**src/verilog/ofl_pkg.sv**
```systemverilog
// Package for the outlier filter and emitter configuration block.
// Assumes an APB slave with 32-bit data and one word per register.
package ofl_pkg;
  // Register indices as printed; byte address is four times the index
  localparam logic [7:0] IDX_FILTER = 8'h16;
  localparam logic [7:0] IDX_SLOTS12 = 8'h20;
  localparam logic [7:0] IDX_SLOTS34 = 8'h21;
  localparam logic [7:0] IDX_SLOTS56 = 8'h22;
  localparam logic [7:0] IDX_EM1 = 8'h23;
  localparam logic [7:0] IDX_EM2 = 8'h24;
  localparam logic [7:0] IDX_EM3 = 8'h25;
  localparam logic [7:0] IDX_PROBE = 8'h29;
  localparam logic [7:0] IDX_RANGE = 8'h2a;
  localparam logic [7:0] IDX_MODE = 8'h40;
  localparam logic [7:0] IDX_STATUS = 8'h41;
  // Filter register fields
  localparam int BIT_ENABLE = 7;
  localparam int BIT_ORDER = 6;
  localparam int POS_TC = 4;
  localparam int POS_INIT = 2;
  localparam int POS_GAIN = 0;
  localparam logic [7:0] RST_FILTER = 8'h40;
  localparam logic [7:0] RST_ZERO = 8'h00;
  // Mode register bits
  localparam int BIT_PROXIMITY_MODE = 0;
  localparam int BIT_MULTI = 1;
  // Deviation filter shift for tc code 0 (1/64)
  localparam logic [2:0] TC_SHIFT_BASE = 3'h6;
  // Threshold gain shift for code 0 (x4)
  localparam logic [2:0] GAIN_SHIFT_BASE = 3'h2;
  // Current step in microamps per range code, 0.12 mA for code 0
  localparam logic [9:0] STEP_UA = 10'h078;
  localparam int SAMPLE_W = 19;
  localparam int FIFO_DEPTH = 32;
  typedef enum logic [1:0] {
    OFL_IDLE = 2'b00,
    OFL_PRED = 2'b01,
    OFL_DECIDE = 2'b11
  } ofl_state_t;
endpackage

```
**src/verilog/ofl_top.sv**
```systemverilog
// Outlier filter and emitter configuration block with APB registers.
// Assumes samples arrive with valid/ready; downstream may stall the FIFO.
// How it works
// - Outlier processing runs only while the enable bit is set; it resets off.
// - Order bit 0 predicts from the last sample, 1 fits a line to four (reset).
// - Deviation tracker coefficient is 1/64, 1/32, 1/16, 1/8 for codes 0..3.
// - Deviation estimate starts at 64, 48, 32 or 24, scaled with ADC range.
// - An outlier is a difference above deviation times 4, 8, 16 or 32.
// - Six 4-bit slot type fields, two per register, odd slot low, reset zero.
// - Emitter current is drive code times a range step of 0.12 to 0.48 mA.
// - In proximity or multi-emitter mode the probe code sets the current.
// - The probe code uses each emitter's own range field and step.
module ofl_top #(
  parameter int SAMPLE_WIDTH = ofl_pkg::SAMPLE_W,
  parameter int DEPTH = ofl_pkg::FIFO_DEPTH
) (
  input wire logic clk,
  input wire logic rst,
  input wire logic psel,
  input wire logic penable,
  input wire logic pwrite,
  input wire logic [11:0] paddr,
  input wire logic [31:0] pwdata,
  output logic [31:0] prdata,
  output logic pready,
  output logic pslverr,
  input wire logic [1:0] adc_range,
  input wire logic smp_valid,
  output logic smp_ready,
  input wire logic [SAMPLE_WIDTH-1:0] smp_data,
  output logic out_valid,
  input wire logic out_ready,
  output logic [SAMPLE_WIDTH-1:0] out_data,
  output logic out_replaced,
  output logic [23:0] slot_types,
  output logic [7:0] emitter1_code,
  output logic [7:0] emitter2_code,
  output logic [7:0] emitter3_code,
  output logic [17:0] emitter1_ua,
  output logic [17:0] emitter2_ua,
  output logic [17:0] emitter3_ua
);
  import ofl_pkg::*;
  localparam int W = SAMPLE_WIDTH;
  if (W < 8 || W > 24) begin : g_bad_width
    $error("ofl_top: sample width out of range");
  end
  typedef struct packed {
    logic [7:0] filt;
    logic [7:0] s12;
    logic [7:0] s34;
    logic [7:0] s56;
    logic [7:0] e1;
    logic [7:0] e2;
    logic [7:0] e3;
    logic [7:0] probe;
    logic [7:0] range;
    logic [1:0] mode;
    ofl_state_t st;
    logic [W-1:0] cur;
    logic [3:0][W-1:0] hist;
    logic [2:0] nhist;
    logic [W+7:0] dev;
    logic [W-1:0] pred;
    logic [W-1:0] res;
    logic res_v;
    logic res_rep;
    logic [15:0] outliers;
    logic [7:0] rdat;
    logic rdy;
    logic [17:0] ua1;
    logic [17:0] ua2;
    logic [17:0] ua3;
  } ofl_st_t;
  ofl_st_t q;
  ofl_st_t d;
  logic fifo_ready;
  logic [W:0] fifo_in;
  logic [W:0] fifo_out;

  function automatic logic [7:0] idx_of(input logic [11:0] a);
    return a[9:2];
  endfunction

  // Current in microamps: code times range step
  function automatic logic [17:0] cur_ua(input logic [7:0] code,
                                         input logic [1:0] rg);
    logic [9:0] step;
    step = STEP_UA * (10'(rg) + 10'h001);
    return 18'(code) * 18'(step);
  endfunction

  function automatic logic [W+7:0] init_dev(input logic [1:0] c,
                                            input logic [1:0] rg);
    logic [7:0] v;
    v = 8'h40;
    case (c)
      2'h0: v = 8'h40;
      2'h1: v = 8'h30;
      2'h2: v = 8'h20;
      default: v = 8'h18;
    endcase
    // Each step of the range code doubles the starting estimate
    return (W+8)'(v) << rg;
  endfunction

  logic apb_acc;
  logic [1:0] rg1;
  logic [1:0] rg2;
  logic [1:0] rg3;
  logic use_probe;
  logic wr_go;
  logic [W+2:0] lin;
  logic [W-1:0] diff;
  logic [W+7:0] thr;
  logic [2:0] tcs;

  assign apb_acc = psel && penable;
  // One wait state, so that read data stands in a flop before pready
  assign pready = q.rdy;
  assign wr_go = apb_acc && pwrite && q.rdy;
  assign smp_ready = (q.st == OFL_IDLE) && !q.res_v;
  assign rg1 = q.range[1:0];
  assign rg2 = q.range[3:2];
  assign rg3 = q.range[5:4];
  assign use_probe = q.mode[BIT_PROXIMITY_MODE] || q.mode[BIT_MULTI];

  always_comb begin
    d = q;
    pslverr = 1'b0;
    lin = '0;
    diff = '0;
    thr = '0;
    tcs = TC_SHIFT_BASE - 3'(q.filt[POS_TC+:2]);
    d.rdy = apb_acc && !q.rdy;
    if (apb_acc) begin
      if (idx_of(paddr) == IDX_FILTER) begin
        d.rdat = q.filt;
        if (wr_go) begin
          d.filt = pwdata[7:0];
          // Restart the deviation estimate with the new settings
          d.dev = init_dev(pwdata[POS_INIT+:2], adc_range);
        end
      end else if (idx_of(paddr) == IDX_SLOTS12) begin
        d.rdat = q.s12;
        if (wr_go) d.s12 = pwdata[7:0];
      end else if (idx_of(paddr) == IDX_SLOTS34) begin
        d.rdat = q.s34;
        if (wr_go) d.s34 = pwdata[7:0];
      end else if (idx_of(paddr) == IDX_SLOTS56) begin
        d.rdat = q.s56;
        if (wr_go) d.s56 = pwdata[7:0];
      end else if (idx_of(paddr) == IDX_EM1) begin
        d.rdat = q.e1;
        if (wr_go) d.e1 = pwdata[7:0];
      end else if (idx_of(paddr) == IDX_EM2) begin
        d.rdat = q.e2;
        if (wr_go) d.e2 = pwdata[7:0];
      end else if (idx_of(paddr) == IDX_EM3) begin
        d.rdat = q.e3;
        if (wr_go) d.e3 = pwdata[7:0];
      end else if (idx_of(paddr) == IDX_PROBE) begin
        d.rdat = q.probe;
        if (wr_go) d.probe = pwdata[7:0];
      end else if (idx_of(paddr) == IDX_RANGE) begin
        d.rdat = {2'b00, q.range[5:0]};
        if (wr_go) d.range = {2'b00, pwdata[5:0]};
      end else if (idx_of(paddr) == IDX_MODE) begin
        d.rdat = {6'h00, q.mode};
        if (wr_go) d.mode = pwdata[1:0];
      end else if (idx_of(paddr) == IDX_STATUS) begin
        d.rdat = q.outliers[7:0];
      end else begin
        d.rdat = 8'h00;
        pslverr = q.rdy;
      end
    end
    // Emitter currents: probe code replaces the drive code in those modes
    d.ua1 = cur_ua(use_probe ? q.probe : q.e1, rg1);
    d.ua2 = cur_ua(use_probe ? q.probe : q.e2, rg2);
    d.ua3 = cur_ua(use_probe ? q.probe : q.e3, rg3);
    if (q.res_v && fifo_ready) d.res_v = 1'b0;
    case (q.st)
      OFL_IDLE: begin
        if (smp_valid && smp_ready) begin
          d.cur = smp_data;
          d.st = q.filt[BIT_ENABLE] ? OFL_PRED : OFL_DECIDE;
        end
      end
      OFL_PRED: begin
        // Line through four points, extrapolated one step ahead
        // Least-squares fit gives newest + (second - fourth) / 2
        lin = (W+3)'({q.hist[0], 1'b0}) + (W+3)'(q.hist[1])
            - (W+3)'(q.hist[3]);
        if (q.filt[BIT_ORDER] && q.nhist == 3'h4) begin
          d.pred = W'($signed(lin) >>> 1);
        end else begin
          d.pred = q.hist[0];
        end
        if (q.nhist == 3'h0) d.dev = init_dev(q.filt[POS_INIT+:2],
                                             adc_range);
        d.st = OFL_DECIDE;
      end
      default: begin
        d.res_rep = 1'b0;
        d.res = q.cur;
        if (q.filt[BIT_ENABLE] && q.nhist != 3'h0) begin
          diff = (q.cur > q.pred) ? q.cur - q.pred : q.pred - q.cur;
          thr = q.dev << (3'(q.filt[POS_GAIN+:2]) + GAIN_SHIFT_BASE);
          if ((W+8)'(diff) > thr) begin
            d.res = q.pred;
            d.res_rep = 1'b1;
            d.outliers = q.outliers + 16'h0001;
            // Deviation tracks the replaced stream, so it sees no error
            diff = '0;
          end
          d.dev = q.dev - (q.dev >> tcs) + ((W+8)'(diff) >> tcs);
        end
        // Replaced sample feeds the history as well
        d.hist = {q.hist[2:0], d.res};
        if (q.nhist != 3'h4) d.nhist = q.nhist + 3'h1;
        d.res_v = 1'b1;
        d.st = OFL_IDLE;
      end
    endcase
  end

  always_ff @(posedge clk or posedge rst) begin
    if (rst) begin
      q <= '0;
      q.filt <= RST_FILTER;
      q.st <= OFL_IDLE;
    end else begin
      q <= d;
    end
  end

  assign fifo_in = {q.res_rep, q.res};
  assign prdata = {24'h000000, q.rdat};
  assign slot_types = {q.s56, q.s34, q.s12};
  assign emitter1_code = q.e1;
  assign emitter2_code = q.e2;
  assign emitter3_code = q.e3;
  assign emitter1_ua = q.ua1;
  assign emitter2_ua = q.ua2;
  assign emitter3_ua = q.ua3;
  assign out_data = fifo_out[W-1:0];
  assign out_replaced = fifo_out[W];

  ofl_fifo #(.WIDTH(W+1), .DEPTH(DEPTH)) u_fifo (
    .clk(clk),
    .rst(rst),
    .in_valid(q.res_v),
    .in_ready(fifo_ready),
    .in_data(fifo_in),
    .out_valid(out_valid),
    .out_ready(out_ready),
    .out_data(fifo_out)
  );
endmodule

```
**src/verilog/ofl_fifo.sv**
```systemverilog
// FIFO with valid/ready on both sides.
// Assumes one clock; rst asynchronous active high.
module ofl_fifo #(
  parameter int WIDTH = 19,
  parameter int DEPTH = 32
) (
  input wire logic clk,
  input wire logic rst,
  input wire logic in_valid,
  output logic in_ready,
  input wire logic [WIDTH-1:0] in_data,
  output logic out_valid,
  input wire logic out_ready,
  output logic [WIDTH-1:0] out_data
);
  localparam int AW = $clog2(DEPTH);
  if (DEPTH < 2 || (1 << AW) != DEPTH || WIDTH < 1) begin : g_bad_cfg
    $error("ofl_fifo: depth must be a power of two, at least 2");
  end
  logic [WIDTH-1:0] mem [DEPTH];
  logic [AW:0] wp_q;
  logic [AW:0] rp_q;
  logic push;
  logic pop;
  assign in_ready = (wp_q - rp_q) != (AW+1)'(DEPTH);
  assign out_valid = wp_q != rp_q;
  assign push = in_valid && in_ready;
  assign pop = out_valid && out_ready;
  assign out_data = mem[rp_q[AW-1:0]];
  always_ff @(posedge clk or posedge rst) begin
    if (rst) begin
      wp_q <= '0;
      rp_q <= '0;
    end else begin
      if (push) begin
        wp_q <= wp_q + 1'b1;
      end
      if (pop) begin
        rp_q <= rp_q + 1'b1;
      end
    end
  end
  always_ff @(posedge clk) begin
    if (push) begin
      mem[wp_q[AW-1:0]] <= in_data;
    end
  end
endmodule

```
**config.mk**
```make
export PLATFORM = sky130hd
export DESIGN_NAME = ofl_top
export DESIGN_NICKNAME = d
export VERILOG_FILES = /design/src/verilog/ofl_pkg.sv /design/src/verilog/ofl_top.sv /design/src/verilog/ofl_fifo.sv
export SDC_FILE = /design/constraint.sdc
export NUM_CORES = 2
export LEC_CHECK = 0
export BUFFER_PORTS_ARGS = -buffer_cell sky130_fd_sc_hd__buf_2
export CAP_MARGIN = 20
export CORE_ASPECT_RATIO = 0.6
export CORE_UTILIZATION = 50
export DETAILED_ROUTE_END_ITERATION = 12
export HOLD_SLACK_MARGIN = 0.12
export PLACE_DENSITY = 0.67
export SYNTH_ARGS = -nofsm -noshare
export SYNTH_HDL_FRONTEND = slang
export SYNTH_SLANG_ARGS = --single-unit
```
**constraint.sdc**
```tcl
create_clock -name clk -period 26.5 [get_ports clk]
set_input_delay 5.3 -clock clk [delete_from_list [all_inputs] [get_ports clk]]
set_output_delay 5.3 -clock clk [all_outputs]
set_load 0.005 [all_outputs]
```
; After elaboration in Yosys (flattened, before gate mapping)
; Memory sizes are Yosys's and may differ from the RTL's.
; Cells that the tools add are included.
[word_totals]
latchBits = 0
output_inout_bits = 158
ramBits = 640
romBits = 0
ff_bits = 302
n_memories = 1
wordCells = 178
[classes]
n_reduce_logical = 32
magnitude_cmp = 2
bitwise_logic = 10
shift = 5
n_eq_ne = 22
n_div = 0
addsub = 16
muxes = 55
multipliers = 6
[memory_table]
columns = name, words, word_bits, read_ports, rd_clocked_by_memory_dff, write_ports, line
row1 = u_fifo.mem, 32, 20, 1, 0, 1, ofl_fifo.sv:20  ; logic [WIDTH-1:0] mem [DEPTH];
[ops]
columns = op, count
row1 = $mux W8, 19
row2 = $mux W27, 5
row3 = $mux W19, 7
row4 = $eq A8 B6 Y1 const B, 8
row5 = $pmux W27 S2, 1
row6 = $shl A8 B2 Y27, 2
row7 = $mul A8 B7 Y15, 3
row8 = $pmux W7 S3, 2
row9 = $sub A19 B19 Y19, 2
row10 = $mux W17, 2
row11 = $add A27 B27 Y27, 1
row12 = $gt A19 B27 Y1, 1
row13 = $shl A27 B3 Y27, 1
row14 = $shr A19 B3 Y27, 1
row15 = $shr A27 B3 Y27, 1
row16 = $sub A27 B27 Y27, 1
row17 = $mul A4 B3 Y7 const A, 3
row18 = $mux W21, 1
row19 = $add A20 B19 Y20, 1
row20 = $sub A20 B19 Y20, 1
row21 = $gt A19 B19 Y1, 1
row22 = $mux W18, 1
row23 = $add A16 B1 Y16 const B, 1
row24 = $eq A8 B7 Y1 const B, 2
row25 = 36 further kinds, 80

; Depth between registers and ports, before layout
[depth]
depth_word = 13
mapped_depth = 37
depth_no_buf = 37

; Hierarchy
; Synthesis repeated with hierarchy kept, for this count alone.
[hier_totals]
hier_cells = 3890
area_unflattened_um2 = 50392.1
[by_module_without_submodules]
columns = mod, area_per_inst_um2, cells_per_inst, seq_area_each_um2, instances
row1 = ofl_top, 25236.7, 2813, 7058.0, 1
row2 = ofl_fifo, 25155.4, 1077, 19518.7, 1

; Worst setup path after synthesis
; No wires, ideal clock.
[synth_path]
kind = input to output
from = in paddr[6]
to = out pslverr
path_buffers = 1
t_required_ns = 21.200
arrival_ns = 6.481
setup_slack_ns = 14.719
stages = 5
path_cell_list = nor4b_1 > and2_1 > clkbuf_1 > nor3_1 > nor4bb_1
[synth_via]
elab_chain_cells = 13
elab_cells_between_ends = 23
classes_between = eq/ne: 11 / mux: 12
[synth_rtl]
columns = item, line
row1 = start: declaration, ofl_top.sv:22  ; input wire logic [11:0] paddr,
row2 = $eq A8 B7 Y1, ofl_top.sv:171  ; end else if (idx_of(paddr) == IDX_STATUS) begin
row3 = $mux W1, ofl_top.sv:171
row4 = $mux W1, ofl_top.sv:168  ; end else if (idx_of(paddr) == IDX_MODE) begin
row5 = $mux W1, ofl_top.sv:165  ; end else if (idx_of(paddr) == IDX_RANGE) begin
row6 = $mux W1, ofl_top.sv:162  ; end else if (idx_of(paddr) == IDX_PROBE) begin
row7 = $mux W1, ofl_top.sv:159  ; end else if (idx_of(paddr) == IDX_EM3) begin
row8 = $mux W1, ofl_top.sv:156  ; end else if (idx_of(paddr) == IDX_EM2) begin
row9 = $mux W1, ofl_top.sv:153  ; end else if (idx_of(paddr) == IDX_EM1) begin
row10 = $mux W1, ofl_top.sv:150  ; end else if (idx_of(paddr) == IDX_SLOTS56) begin
row11 = $mux W1, ofl_top.sv:147  ; end else if (idx_of(paddr) == IDX_SLOTS34) begin
row12 = $mux W1, ofl_top.sv:144  ; end else if (idx_of(paddr) == IDX_SLOTS12) begin
row13 = $mux W1 *, ofl_top.sv:137  ; if (idx_of(paddr) == IDX_FILTER) begin
row14 = $mux W1 *, ofl_top.sv:136  ; if (apb_acc) begin
row15 = end: declaration, ofl_top.sv:26  ; output logic pslverr,
; Mark *: on every way between the ends. The rest lies on a longest branch, timed or not.

; Worst setup path after layout
; Same ends and word-level chain as after synthesis.

==> flow_metrics.env <==
export IMPL_status="finished clean"
export IMPL_synth_top_flop_cell="edfxtp_1"
export IMPL_clkTransAtPathRegs_ns=0.06
export IMPL_synth_seq_cells=934
export IMPL_slew_headroom=0.293
export IMPL_numCtsBuffers=87
export IMPL_die_y_um=249
export IMPL_core_area_um2=101000
export IMPL_cpMostUsedCell="buf_2"
export IMPL_crit_fanout=7
export IMPL_start_util=0.506
export IMPL_grt_pass1_wl_um=194000
export IMPL_diodes=0
export IMPL_end_kind="primary output"
export IMPL_synth_xor_area_frac=0.0193
export IMPL_drt_initial_drc_count=3956
export IMPL_layout_drive_gt1_share=0.194
export IMPL_r2r_start="q[112]"
export IMPL_layout_min_cycle_time_ns=12.39
export IMPL_wl_per_cell_um=23.3
export IMPL_slew_violations=0
export IMPL_final_cell_area_um2=55900
export IMPL_synth_edf_count=640
export IMPL_drtAntennaViolNets=0
export IMPL_synthCells=3959
export IMPL_hp_class="flop to flop"
export IMPL_grt_use_total=0.246
export IMPL_cts_hold_buf=0
export IMPL_place_gp_congestion=0.936
export IMPL_num_vias=32200
export IMPL_skew_ns=0.0361
export IMPL_drc=0
export IMPL_maxCapViolCount=0
export IMPL_cts_setup_buffers=0
export IMPL_die_area_um2=103000
export IMPL_grt_max_degree=96
export IMPL_setup_viol=0
export IMPL_cp_arrival_ns=7.09
export IMPL_muxShareOfSynthArea=0.132
export IMPL_grt_pass1_vias=30600
export IMPL_seq_area_frac_synth=0.521
export IMPL_worstHoldStart="prdata[1]"
export IMPL_antenna_found_initial=2
export IMPL_root_buffer="clkbuf_16"
export IMPL_crit_chain="buf_2 -> nor4b_1 -> and3b_1 -> and2_1 -> nor4bb_1 -> buf_2"
export IMPL_synth_compound_area_share=0.0783
export IMPL_worstMarginPinSlew_ns=1.05
export IMPL_min_period_over_period=0.467
export IMPL_powerDensity_nw_per_um2=136
export IMPL_yosys_area_share_adder=0.111
export IMPL_yosysWarnings=0
export IMPL_fillCellCount=8139
export IMPL_placed_area_um2=52600
export IMPL_area_growth_pct=9.60
export IMPL_tritoncts="built"
export IMPL_cp_startpoint="paddr[6]"
export IMPL_syn_area_um2=51000
export IMPL_synth_cell_types=104
export IMPL_cp_slowest_cell="nor4b_1"
export IMPL_total_leakage_power_nw=22.8
export IMPL_irDropWorstVdd_uv=179
export IMPL_cts_sinks=934
export IMPL_setup_tns_ns=0
export IMPL_h_tree_depth=3
export IMPL_synth_top_family_by_area="multiplexers"
export IMPL_die_x_um=414
export IMPL_hpwl_um=88600
export IMPL_clockBufferDepth=3
export IMPL_worst_setup_path_type="input pin to primary output"
export IMPL_pin_count=230
export IMPL_row_count=90
export IMPL_fmax_ghz=0.0807
export IMPL_cts_repair_resized=0
export IMPL_clkLatencyLatePin_ns=0.69
export IMPL_vias_per_cell=5.92
export IMPL_grt_overflow=0
export IMPL_fin_nets=4487
export IMPL_critPathRequiredTime_ns=21.20
export IMPL_hold_viol=0
export IMPL_first_pass_iters=8
export IMPL_portBuffers=168
export IMPL_synth_simple_gate_area_share=0.0784
export IMPL_critPathMaxStageDelay_ns=0.71
export IMPL_critPathLaunchType="input pin"
export IMPL_post_synth_cell_area_avg_um2=12.9
export IMPL_async_reset_ff_frac=0.315
export IMPL_rsz0062_at_grt="no"
export IMPL_wl_um=127000
critical path: cells and delay by family:
family	cells	cell delay [ns]
buffers and inverters	2	0.26
AND/OR/NAND/NOR	4	1.53
sequential cells by signal, summed over array words and instances, names as in the netlist:
| name | count |
|---|---|
| emitter1_code | 8 |
| emitter1_ua | 15 |
| emitter2_code | 8 |
| emitter2_ua | 15 |
| emitter3_code | 8 |
| emitter3_ua | 15 |
| fifo_in | 20 |
| prdata | 8 |
| pready | 1 |
| q | 160 |
| slot_types | 24 |
| u_fifo.mem | 640 |
| u_fifo.rp_q | 6 |
| u_fifo.wp_q | 6 |
metal layers:
layer	global-route usage	up-vias	part of all wire
met4	0.0405	0	0.013
met1	0.423	16300	0.49
met2	0.309	1508	0.39
met3	0.0601	122	0.11
li1	-	14300	-
met5	0	-	0
Yosys cell counts, types with 11 or more instances:
| cell type | count | share of area |
|---|---|---|
| dfrtp_1 | 293 | 0.14 |
| clkbuf_1 | 114 | 0.0084 |
| ha_1 | 244 | 0.060 |
| nor3b_1 | 12 | 0.0018 |
| edfxtp_1 | 640 | 0.38 |
| o21ai_0 | 174 | 0.017 |
| buf_4 | 142 | 0.021 |
| nand3_1 | 51 | 0.0050 |
| nor3_1 | 50 | 0.0049 |
| and3_1 | 16 | 0.0020 |
| a21oi_1 | 203 | 0.020 |
| a221oi_1 | 12 | 0.0021 |
| nand2_1 | 345 | 0.025 |
| and2_1 | 50 | 0.0061 |
| buf_1 | 30 | 0.0022 |
| o21bai_1 | 24 | 0.0035 |
| mux2_2 | 104 | 0.023 |
| nand4_1 | 18 | 0.0022 |
| nor2b_1 | 21 | 0.0026 |
| nor2_1 | 244 | 0.018 |
| a31oi_1 | 17 | 0.0021 |
| inv_1 | 360 | 0.026 |
| o31ai_1 | 11 | 0.0016 |
| nand2b_1 | 19 | 0.0023 |
| a21o_1 | 29 | 0.0043 |
| mux2i_1 | 38 | 0.0075 |
| xnor2_1 | 80 | 0.014 |
| xor2_1 | 29 | 0.0050 |
| o21a_1 | 12 | 0.0018 |
| mux4_2 | 230 | 0.10 |
| fa_1 | 130 | 0.051 |
| a211oi_1 | 21 | 0.0031 |
layout make-up:
cell class / instances / area [um^2] / area share
Timing Repair Buffer: 254 / 1730 / 0.0309
Sequential cell: 934 / 26600 / 0.476
Tap cell: 1334 / 1670 / 0.0299
Inverter: 363 / 1370 / 0.0245
Multi-Input combinational cell: 2401 / 21600 / 0.386
Clock inverter: 49 / 608 / 0.0109
Clock buffer: 111 / 2330 / 0.0416
path summary, 6_finish.rpt:
kind                                   endpoint  slack, ns  depth (start not counted)
worst max-delay path                    pslverr      14.11                          6
max in group asynchronous                q[190]      19.53                          4
min in group asynchronous       emitter2_ua[13]       4.67                          2
worst min register to register        prdata[1]       0.49                          2
worst max register to register           q[144]      15.46                         35
worst min-delay path                  prdata[1]       0.49                          2
layout by cell type (no fill, tap or decap), types with 19 or more instances in the layout:
cell,synthesis,final
dfrtp_1,293,289
xnor2_1,80,80
mux2i_1,38,38
mux2_2,104,104
a21oi_1,203,203
nand2b_1,19,19
and2_1,50,50
o21bai_1,24,24
xor2_1,29,29
a211oi_1,21,21
nor2_2,2,35
nand2_1,345,345
fa_1,130,130
mux4_2,230,230
o21ai_0,174,174
edfxtp_1,640,640
conb_1,2,37
clkbuf_16,0,87
a21o_1,29,29
buf_2,6,168
buf_4,142,74
inv_1,360,358
nor3_1,50,50
nor2b_1,21,21
nand3_1,51,51
nor2_1,244,211
ha_1,244,243
power breakdown:
group	switching (W)	internal (W)
registers	0.000165	0.00187
clock network	0.000577	0.000711
logic	0.00257	0.00173
cells by family after synthesis:
logic type	Yosys count
and+or+nand+nor	880
buffers and inverters	659
muxes	373
adders and majority gates	374
other	2
xor gates and xnor gates	110
AOI/OAI and AO/OA	627
DFF	934
through the flow:
step / cells / util / setup WS (ns) / total power, W / hold WS, ns
4_1_cts: 5434 / 0.551 / 14.20 / 0.00750 / 0.494
3_5_place_dp: 5274 / 0.522 / 14.21 / 0.00618 / 0.481
6_report: 5446 / 0.555 / 14.11 / 0.00762 / 0.492
5_1_grt: 5446 / 0.555 / 14.04 / 0.00813 / 0.518
3_3_place_gp: 5274 / 0.522 / 14.22 / 0.00611 / 0.465
2_1_floorplan: 3994 / - / 13.08 / 0.00509 / 0.447
Note: power is estimated with default switching activity, not from simulation.
